`src/logic/slsf_regs.vh`:
```
// Register map and field layout of the serial lane status flag bank.
// Included by the lane flag module and by the top of the bank.
`ifndef SLSF_REGS_VH
`define SLSF_REGS_VH

// Width of the configuration port address and of a status register.
`define SLSF_ADDR_W 12
`define SLSF_DATA_W 8

// Addresses of the two lane status registers.
`define SLSF_LANE5_STATUS_ADDR 12'h4B5
`define SLSF_LANE6_STATUS_ADDR 12'h4B6

// Field positions inside every lane status register.
`define SLSF_BIT_DISPARITY_ERR 7
`define SLSF_BIT_BAD_SYMBOL 6
`define SLSF_BIT_STRAY_CONTROL 5
`define SLSF_BIT_DESKEW_OK 4
`define SLSF_BIT_INITIAL_SYNC_OK 3
`define SLSF_BIT_CONFIG_SUM_MATCH 2
`define SLSF_BIT_FRAME_LOCK 1
`define SLSF_BIT_CODE_GROUP_LOCK 0

// Reset value of every lane status register.
`define SLSF_STATUS_RESET 8'h00

// Value returned for an address that holds no register of this bank.
`define SLSF_UNMAPPED_DATA 8'h00

// Width of the error counters and of the shared error threshold.
`define SLSF_CNT_W 8

`endif

```
`src/logic/slsf_top.v`:
```
// Read-only status bank for receive lanes 5 and 6 of the serial link.
// Assumes all lane inputs and the read port synchronous to clk_sys.
//
// Summary of operation
// Bit 7 is 1 when disparity error count is at or above threshold.
// Bit 6 is 1 when invalid symbol count is at or above threshold.
// Bit 5 is 1 when misplaced control count is at or above threshold.
// Bit 4 is 1 when lane deskew achieved, 0 when it failed.
// Bit 3 is 1 when initial lane sync achieved, 0 when lost.
// Bit 2 is 1 when configuration checksum matches, 0 when wrong.
// Bit 1 is 1 while frame sync holds, 0 once lost.
// Bit 0 reports code group sync, even with alignment sequence skipped.
// Software ignores bits 4 to 1 while the alignment sequence is skipped.
// Lane 6 status at 0x4B6, same layout, read-only, resets to zero.
// Lane 5 status at 0x4B5, same layout, bit 7 disparity flag.
// Error flags follow counters and threshold each clock, without writes.
`timescale 1ns/100ps
`default_nettype none

`include "slsf_regs.vh"

module slsf_top #(
	parameter CNT_W = `SLSF_CNT_W
) (
	input wire clk_sys, // System clock, 100 MHz.
	input wire rst, // Asynchronous reset, active high.
	input wire [CNT_W-1:0] error_threshold, // Shared error threshold.
	input wire skip_alignment_sequence, // Alignment sequence skipped.
	input wire [CNT_W-1:0] lane5_disparity_count, // Lane 5 disparity errs.
	input wire [CNT_W-1:0] lane5_bad_symbol_count, // Lane 5 bad symbols.
	input wire [CNT_W-1:0] lane5_stray_control_count, // Lane 5 stray ctrl.
	input wire lane5_deskew_ok, // Lane 5 deskew achieved.
	input wire lane5_initial_sync_ok, // Lane 5 initial sync achieved.
	input wire lane5_config_sum_match, // Lane 5 checksum correct.
	input wire lane5_frame_lock, // Lane 5 frame sync held.
	input wire lane5_code_group_lock, // Lane 5 code group sync held.
	input wire [CNT_W-1:0] lane6_disparity_count, // Lane 6 disparity errs.
	input wire [CNT_W-1:0] lane6_bad_symbol_count, // Lane 6 bad symbols.
	input wire [CNT_W-1:0] lane6_stray_control_count, // Lane 6 stray ctrl.
	input wire lane6_deskew_ok, // Lane 6 deskew achieved.
	input wire lane6_initial_sync_ok, // Lane 6 initial sync achieved.
	input wire lane6_config_sum_match, // Lane 6 checksum correct.
	input wire lane6_frame_lock, // Lane 6 frame sync held.
	input wire lane6_code_group_lock, // Lane 6 code group sync held.
	input wire [`SLSF_ADDR_W-1:0] cfg_addr, // Configuration read address.
	input wire cfg_rd, // Read strobe, one cycle.
	output reg [`SLSF_DATA_W-1:0] cfg_rdata, // Read data.
	output reg cfg_rvalid, // Read data valid, one cycle.
	output reg cfg_rhit, // Read address belonged to this bank.
	output wire [`SLSF_DATA_W-1:0] lane5_link_status, // Lane 5 status.
	output wire [`SLSF_DATA_W-1:0] lane6_link_status, // Lane 6 status.
	output wire lane5_align_flags_valid, // Lane 5 bits 4..1 meaningful.
	output wire lane6_align_flags_valid // Lane 6 bits 4..1 meaningful.
);

	reg [`SLSF_DATA_W-1:0] cfg_rdata_next;
	reg cfg_rhit_next;

	wire [2*CNT_W-1:0] disparity_count_bus;
	wire [2*CNT_W-1:0] bad_symbol_bus;
	wire [2*CNT_W-1:0] stray_control_bus;
	wire [1:0] deskew_ok_bus;
	wire [1:0] initial_sync_bus;
	wire [1:0] config_sum_bus;
	wire [1:0] frame_lock_bus;
	wire [1:0] code_group_bus;
	wire [2*`SLSF_DATA_W-1:0] status_bus;

	// Lane inputs gathered into buses, lane 5 in the low slice, so both
	// lanes come from one loop and cannot drift apart in their wiring.
	assign disparity_count_bus = {lane6_disparity_count, lane5_disparity_count};
	assign bad_symbol_bus = {lane6_bad_symbol_count, lane5_bad_symbol_count};
	assign stray_control_bus = {lane6_stray_control_count,
		lane5_stray_control_count};
	assign deskew_ok_bus = {lane6_deskew_ok, lane5_deskew_ok};
	assign initial_sync_bus = {lane6_initial_sync_ok, lane5_initial_sync_ok};
	assign config_sum_bus = {lane6_config_sum_match, lane5_config_sum_match};
	assign frame_lock_bus = {lane6_frame_lock, lane5_frame_lock};
	assign code_group_bus = {lane6_code_group_lock, lane5_code_group_lock};

	// Status registers split back out to the per-lane ports.
	assign lane5_link_status = status_bus[`SLSF_DATA_W-1:0];
	assign lane6_link_status = status_bus[2*`SLSF_DATA_W-1:`SLSF_DATA_W];

	// One flag register per lane.
	genvar lane_idx;
	generate
		for (lane_idx = 0; lane_idx < 2; lane_idx = lane_idx + 1) begin : g_lane
			slsf_lane #(
				.CNT_W(CNT_W)
			) u_lane (
				.clk_sys(clk_sys),
				.rst(rst),
				.error_threshold(error_threshold),
				.disparity_err_count(disparity_count_bus[lane_idx*CNT_W +: CNT_W]),
				.bad_symbol_count(bad_symbol_bus[lane_idx*CNT_W +: CNT_W]),
				.stray_control_count(stray_control_bus[lane_idx*CNT_W +: CNT_W]),
				.deskew_ok(deskew_ok_bus[lane_idx]),
				.initial_sync_ok(initial_sync_bus[lane_idx]),
				.config_sum_match(config_sum_bus[lane_idx]),
				.frame_lock(frame_lock_bus[lane_idx]),
				.code_group_lock(code_group_bus[lane_idx]),
				.status_reg(status_bus[lane_idx*`SLSF_DATA_W +: `SLSF_DATA_W])
			);
		end
	endgenerate

	// The alignment results carry no meaning with the sequence skipped;
	// the bits are still reported raw and software must mask them.
	assign lane5_align_flags_valid = ~skip_alignment_sequence;
	assign lane6_align_flags_valid = ~skip_alignment_sequence;

	// Address decode. Writes do not exist on this port, so the bank is
	// read-only by construction; unmapped addresses read as zero.
	always @* begin
		cfg_rdata_next = `SLSF_UNMAPPED_DATA;
		cfg_rhit_next = 1'b0;
		case (cfg_addr)
			`SLSF_LANE5_STATUS_ADDR: begin
				cfg_rdata_next = lane5_link_status;
				cfg_rhit_next = 1'b1;
			end
			`SLSF_LANE6_STATUS_ADDR: begin
				cfg_rdata_next = lane6_link_status;
				cfg_rhit_next = 1'b1;
			end
			default: begin
				cfg_rdata_next = `SLSF_UNMAPPED_DATA;
				cfg_rhit_next = 1'b0;
			end
		endcase
	end

	// Read answer one cycle after the strobe; data holds until next read.
	always @(posedge clk_sys or posedge rst) begin
		if (rst) begin
			cfg_rdata <= `SLSF_STATUS_RESET;
			cfg_rvalid <= 1'b0;
			cfg_rhit <= 1'b0;
		end else begin
			cfg_rvalid <= cfg_rd;
			if (cfg_rd) begin
				cfg_rdata <= cfg_rdata_next;
				cfg_rhit <= cfg_rhit_next;
			end
		end
	end

endmodule

`default_nettype wire

```
`src/logic/slsf_lane.v`:
```
// Status flags of one receive lane, packed into one eight-bit register.
// Assumes error counters and alignment results synchronous to clk_sys.
`timescale 1ns/100ps
`default_nettype none

`include "slsf_regs.vh"

module slsf_lane #(
	parameter CNT_W = `SLSF_CNT_W
) (
	input wire clk_sys, // System clock.
	input wire rst, // Asynchronous reset, active high.
	input wire [CNT_W-1:0] error_threshold, // Shared error threshold.
	input wire [CNT_W-1:0] disparity_err_count, // Disparity error count.
	input wire [CNT_W-1:0] bad_symbol_count, // Invalid symbol count.
	input wire [CNT_W-1:0] stray_control_count, // Misplaced control count.
	input wire deskew_ok, // Lane deskew achieved.
	input wire initial_sync_ok, // Initial lane sync achieved.
	input wire config_sum_match, // Configuration checksum correct.
	input wire frame_lock, // Frame sync held.
	input wire code_group_lock, // Code group sync held.
	output reg [`SLSF_DATA_W-1:0] status_reg // Packed lane status.
);

	wire disparity_err_flag;
	wire bad_symbol_flag;
	wire stray_control_flag;
	reg [`SLSF_DATA_W-1:0] status_next;

	// Threshold compares; "at or above" so a count equal to the
	// threshold already raises the flag.
	assign disparity_err_flag = (disparity_err_count >= error_threshold);
	assign bad_symbol_flag = (bad_symbol_count >= error_threshold);
	assign stray_control_flag = (stray_control_count >= error_threshold);

	// Pack the eight flags in their fixed bit positions.
	always @* begin
		status_next = `SLSF_STATUS_RESET;
		status_next[`SLSF_BIT_DISPARITY_ERR] = disparity_err_flag;
		status_next[`SLSF_BIT_BAD_SYMBOL] = bad_symbol_flag;
		status_next[`SLSF_BIT_STRAY_CONTROL] = stray_control_flag;
		status_next[`SLSF_BIT_DESKEW_OK] = deskew_ok;
		status_next[`SLSF_BIT_INITIAL_SYNC_OK] = initial_sync_ok;
		status_next[`SLSF_BIT_CONFIG_SUM_MATCH] = config_sum_match;
		status_next[`SLSF_BIT_FRAME_LOCK] = frame_lock;
		// Code group lock is passed through even with the alignment
		// sequence skipped, since it does not depend on it.
		status_next[`SLSF_BIT_CODE_GROUP_LOCK] = code_group_lock;
	end

	// One register stage keeps the long compare paths off the read mux.
	always @(posedge clk_sys or posedge rst) begin
		if (rst) begin
			status_reg <= `SLSF_STATUS_RESET;
		end else begin
			status_reg <= status_next;
		end
	end

endmodule

`default_nettype wire

```
`config.mk`:
```
export PLATFORM = sky130hd
export DESIGN_NAME = slsf_top
export DESIGN_NICKNAME = d
export VERILOG_FILES = /design/src/logic/slsf_top.v /design/src/logic/slsf_lane.v
export VERILOG_INCLUDE_DIRS = /design/src /design/src/logic
export SDC_FILE = /design/constraint.sdc
export NUM_CORES = 1
export LEC_CHECK = 0
export ABC_CLOCK_PERIOD_IN_PS = 1000
export BUFFER_PORTS_ARGS = -buffer_cell sky130_fd_sc_hd__buf_2
export CORE_MARGIN = 3
export CORE_UTILIZATION = 44
export DETAILED_ROUTE_END_ITERATION = 7
export PLACE_DENSITY_LB_ADDON = 0.05
export SETUP_SLACK_MARGIN = 0.15
export SYNTH_ARGS = -nofsm -noshare
export SYNTH_HDL_FRONTEND = slang
export SYNTH_SLANG_ARGS = --single-unit
```
`constraint.sdc`:
```
create_clock -name clk_sys -period 1 [get_ports clk_sys]
set_clock_uncertainty 0.05 [all_clocks]
set_input_delay 0.2 -clock clk_sys [delete_from_list [all_inputs] [get_ports clk_sys]]
set_output_delay 0.2 -clock clk_sys [all_outputs]
set_load 0.005 [all_outputs]
```
## After elaboration in Yosys (flattened, before gate mapping)

Index checks and enable logic that the tools add are counted.

- $lt $le $gt $ge: 6
- Eq/ne operators: 2
- Bitwise gates (word level): 1
- Mux-type cells: 2
- Reduce and logical (&&, ||, !) cells: 1

Operator list:

| cell | number |
|---|---|
| greater-or-equal comparator 8 bit | 6 |
| == test 12 x 11 -> 1 bit, second input constant | 2 |
| one-hot mux 8 bit (2 select lines) | 1 |
| OR reduction 2 bit | 1 |
| two-way mux 1 bit | 1 |
| NOT 1 bit | 1 |

- Input port bits: 82
- Register bits: 26
- Output and inout bits: 28

## Depth between registers and ports, before layout

- Word-level depth: 3
- Depth in mapped cells: 6
- Depth with buffers taken out: 6

## Modules after synthesis

Synthesis repeated with hierarchy kept, for this count alone.

- Cell total of the unflattened synthesis: 197
- Area total of the unflattened synthesis: 2070.7 um^2

Modules (own cells, without submodules):

| module | cells each | seq. area each (um^2) | instances | area an instance (um^2) |
|---|---|---|---|---|
| slsf_lane | 70 | 200.2 | 2 | 744.5 |
| slsf_top | 57 | 250.2 | 1 | 581.8 |

## Worst setup path after synthesis

OpenSTA, ideal clock, no wires.

- Path type: input port to flip-flop
- Start point: in error_threshold[5]
- End point: reg g_lane[1].u_lane.status_reg[7]
- Library setup time: 0.132 ns
- Stages: 6
- Data arrival time: 1.017 ns
- Slack: -0.200 ns
- Path through: inv_1 ha_1 a21oi_1 nor2_1 a211oi_1 o21ai_0

- Word-level cells in the longest chain between the ends: 1

Ends and longest elaborated chain:

| what | RTL line | RTL |
|---|---|---|
| start: declaration | slsf_top.v:27 | `input wire [CNT_W-1:0] error_threshold,` |
| greater-or-equal comparator 8 bit | slsf_lane.v:32 | `assign disparity_err_flag = (disparity_err_count >= error_threshold);` |
| via g_lane[1].u_lane.disparity_err_flag | slsf_lane.v:25 | `wire disparity_err_flag;` |
| end signal: assignment | slsf_lane.v:54 | `` status_reg <= `SLSF_STATUS_RESET; `` |
| end signal: assignment | slsf_lane.v:56 | `status_reg <= status_next;` |
| end: declaration | slsf_lane.v:22 | `` output reg [`SLSF_DATA_W-1:0] status_reg `` |

The timed path passes the listed nets, and every way through them passes these cells.
A chain may end at the register's enable or synchronous reset.

## Worst setup path in the final report

- Start point: in error_threshold[5]
- End point: reg g_lane[0].u_lane.status_reg[6]

- Word-level cells in the longest chain between the ends: 1

Ends and longest elaborated chain:

| what | RTL line | RTL |
|---|---|---|
| greater-or-equal comparator 8 bit | slsf_lane.v:33 | `assign bad_symbol_flag = (bad_symbol_count >= error_threshold);` |
| via g_lane[0].u_lane.bad_symbol_flag | slsf_lane.v:26 | `wire bad_symbol_flag;` |
| end signal: assignment | slsf_lane.v:54 |  |
| end signal: assignment | slsf_lane.v:56 |  |
| end: declaration | slsf_lane.v:22 |  |

The timed path passes the listed nets, and every way through them passes these cells.

==> flow_summary.yaml <==
floorplanning:
  die_area_um2: 5120
  start_util: 0.463
  io_pins: 110
  dieHeight_um: 71.6
  design.core.area_um2: 4090
  dieWidth_um: 71.6
  rows: 23
sta:
  timing.hold.ws_ps: 201
  min_period_over_period: 1.17
  layout_setup_ws_ps: -166
  hold_viol: 0
  tightest_slew_ps: 313
  setup_viol: 36
  fmax_mhz: 857
  slew_headroom: 0.790
  rsz0062_at_grt: "yes"
  timing.setup.tns_ps: -1590
  slew_violations: 0
  finalWorstPathRequiredPeriod_ps: 1170
critical_path:
  cp_max_fo: 4
  crit_family: "compound AO/OA/AOI/OAI gates"
  crit_required_ps: 1080
  critPathKind: "input port to flop"
  start_kind: "input port"
  cp_num_buf_inv: 3
  cpPeakStageDelay_ps: 270
  rrSetupSlack_ps: 0
  slowest_stage: "a211oi_1"
  arrival_ps: 1250
  crit_path_end_kind: "flop"
  worstPathCellList: "buf_8, inv_8, buf_6, ha_4, a21oi_2, nor2_1, a211oi_1, o21ai_1"
clock_network:
  path_clk_slew_ps: 80
  cts_tree: "yes"
  root_buffer: "clkbuf_8"
  cts_max_path_buffers: 2
  cts.sinks: 26
  cts_max_level: 1
  cts-buffers-inserted: 3
  clkLatencyLatePin_ps: 270
cells_and_area:
  n_antenna_cell: 0
  largest_reg_flops: 16
  area_delta_synth_final_pct: 83.5
  multi_input_area_um2: 1630
  nets: 459
  fillers: 212
  sequential_cell_area_um2: 651
  fin_cells: 378
  final_layout_size_suffix_gt1_frac: 0.628
  post-route-util: 0.849
global_routing:
  grt_max_degree: 27
  antenna_found_initial: 0
  track_usage: 0.239
  grt_pass1_vias: 2147
  grt_pass1_wl_um: 9720
  grt.overflow.total: 0
logic_synthesis:
  synthDistinctLibCells: 23
  synth_xor_area_frac: 0
  synth-seq-area-share: 0.344
  synth_compound_area_frac: 0.157
  syn_nets: 315
  synthAdderAreaFrac: 0.318
  syn_avg_cell_area_um2: 10.2
  ys_warn_count: 0
  postSynthCellCount: 185
  synth_area_leader_cell: "dfrtp_1"
  synth_area_um2: 1890
  ys_seq_elements: 26
  synthMuxAreaShare: 0
  synth_top_area_share: 0.344
  yosys.area_share.simple: 0.134
  synth_area_leaders: "dfrtp_1 34%, ha_1 32%, a221o_1 4.2%, o21ai_0 4.2%, nor2b_1 3.3%"
  synth_top_family_by_area: "adder cells"
placement:
  dp_hpwl_um: 4130
  gp_congestion: 0.763
  io_buffers: 109
  placed_cells: 358
power_and_ir_drop:
  comb_power_share: 0.361
  cellPowerDensity_nw_per_um2: 898
  p_leak_nw: 1.65
  switching_share: 0.277
  internal-power_w: 0.00225
  p_clk_frac: 0.275
  power.net_switching_w: 0.000862
  ir_drop_mv: 0.733
  power_frac_seq: 0.364
route:
  wl_per_cell_um: 16.6
  dr.pass1.iters: 4
  route.detailed.drc: 0
  vias: 1999
  ant_nets: 0
  initialDrtViolationCount: 88
  wl_um: 6280
  viasPerCell: 5.29
run:
  cap_violations: 0
min_path:
  hp-class: "input port to flop"
run_status:
  violations: "setup timing"
  status: "complete, but fails checks"
path summary, 6_finish.rpt:
check,startpoint,end,depth (start not counted)
setup / recovery,error_threshold[5],g_lane[0].u_lane.status_reg[6]$_DFF_PP0_,8
hold / removal,cfg_addr[8],cfg_rhit$_DFFE_PP0P_,4
setup reg to reg,g_lane[1].u_lane.status_reg[7]$_DFF_PP0_,cfg_rdata[7]$_DFFE_PP0P_,2
hold reg to reg,cfg_rhit$_DFFE_PP0P_,cfg_rhit$_DFFE_PP0P_,2
max in group asynchronous,rst,cfg_rdata[2]$_DFFE_PP0P_,4
min in group asynchronous,rst,cfg_rdata[3]$_DFFE_PP0P_,4
power by group through the flow:
stage | Clock [W] | Combinational, W | Sequential, W
5_1_grt | 0.000903 | 0.00124 | 0.00114
6_report | 0.000856 | 0.00112 | 0.00113
2_1_floorplan | 0 | 0.000317 | 0.00116
3_3_place_gp | 0 | 0.000681 | 0.00115
3_5_place_dp | 0 | 0.000692 | 0.00116
4_1_cts | 0.000875 | 0.000990 | 0.00113
cells by family after synthesis:
| logic type | after synthesis |
|---|---|
| adder cells (fa/ha/maj) | 48 |
| AO/OA/AOI/OAI | 46 |
| AND/OR/NAND/NOR | 45 |
| flip-flops | 26 |
| buffers and inverters | 20 |
stage by stage:
step	setup slack [ps]	cell area (µm²)	total power (W)
2_1_floorplan	-200	1890	0.00147
3_3_place_gp	-559	2620	0.00183
3_5_place_dp	-588	2620	0.00185
4_1_cts	-63.2	3340	0.00300
5_1_grt	-179	3470	0.00329
6_report	-166	3470	0.00311
layout make-up:
type	count	area share
sequential	26	0.188
clock buffer	3	0.0119
multi-input combinational	139	0.471
timing repair buffer	143	0.276
clock inverter	1	0.00865
inverter	16	0.0267
tap	50	0.0180
routing by layer:
metal,share of wire,vias to the layer above,track usage
li1,-,966,-
met1,0.38,926,0.292
met2,0.53,91,0.436
met3,0.062,16,0.0266
met4,0.027,0,0.0731
met5,0,-,0
layout by cell type (no fill, tap or decap), types with 4 or more instances in the layout:
cell type / instances
o21ai_2: 5
a221o_1: 8
ha_4: 28
ha_1: 17
nor2b_1: 10
o21ai_1: 9
buf_4: 10
inv_4: 4
nand2_1: 6
nor2_1: 10
dfrtp_1: 26
a21oi_2: 8
dlygate4sd3_1: 11
buf_2: 100
inv_1: 8
a21oi_1: 4
buf_6: 18
what timing repair did:
action / in CTS / in global routing
setup endpoints to repair: 40 / 40
hold buffers: 11 / 0
hold endpoints to repair: 36 / 0
pin swaps: 45 / 27
gates resized for setup: 90 / 30
buffers inserted: 5 / 0
worst reg2reg max path, delay by kind of cell, from the launching register on:
family	cells	cell delay, ps
buffers and inverters	1	130
AOI/OAI and AO/OA	1	310
DFF	1	400
cell usage after synthesis:
library cell and n:
a211oi_1 6, a21oi_1 12, a221o_1 8, and4_1 1, and4_4 1, and4b_4 1
buf_4 2, buf_6 1, clkbuf_1 1, dfrtp_1 26, ha_1 48, inv_1 16
nand2_1 9, nand4_1 3, nand4bb_1 1, nor2_1 12, nor2b_1 10, nor3_1 3
nor3_2 1, nor3b_1 3, o2111ai_1 1, o21ai_0 16, o21bai_1 3
No activity file was read; power rests on OpenSTA's default activity.
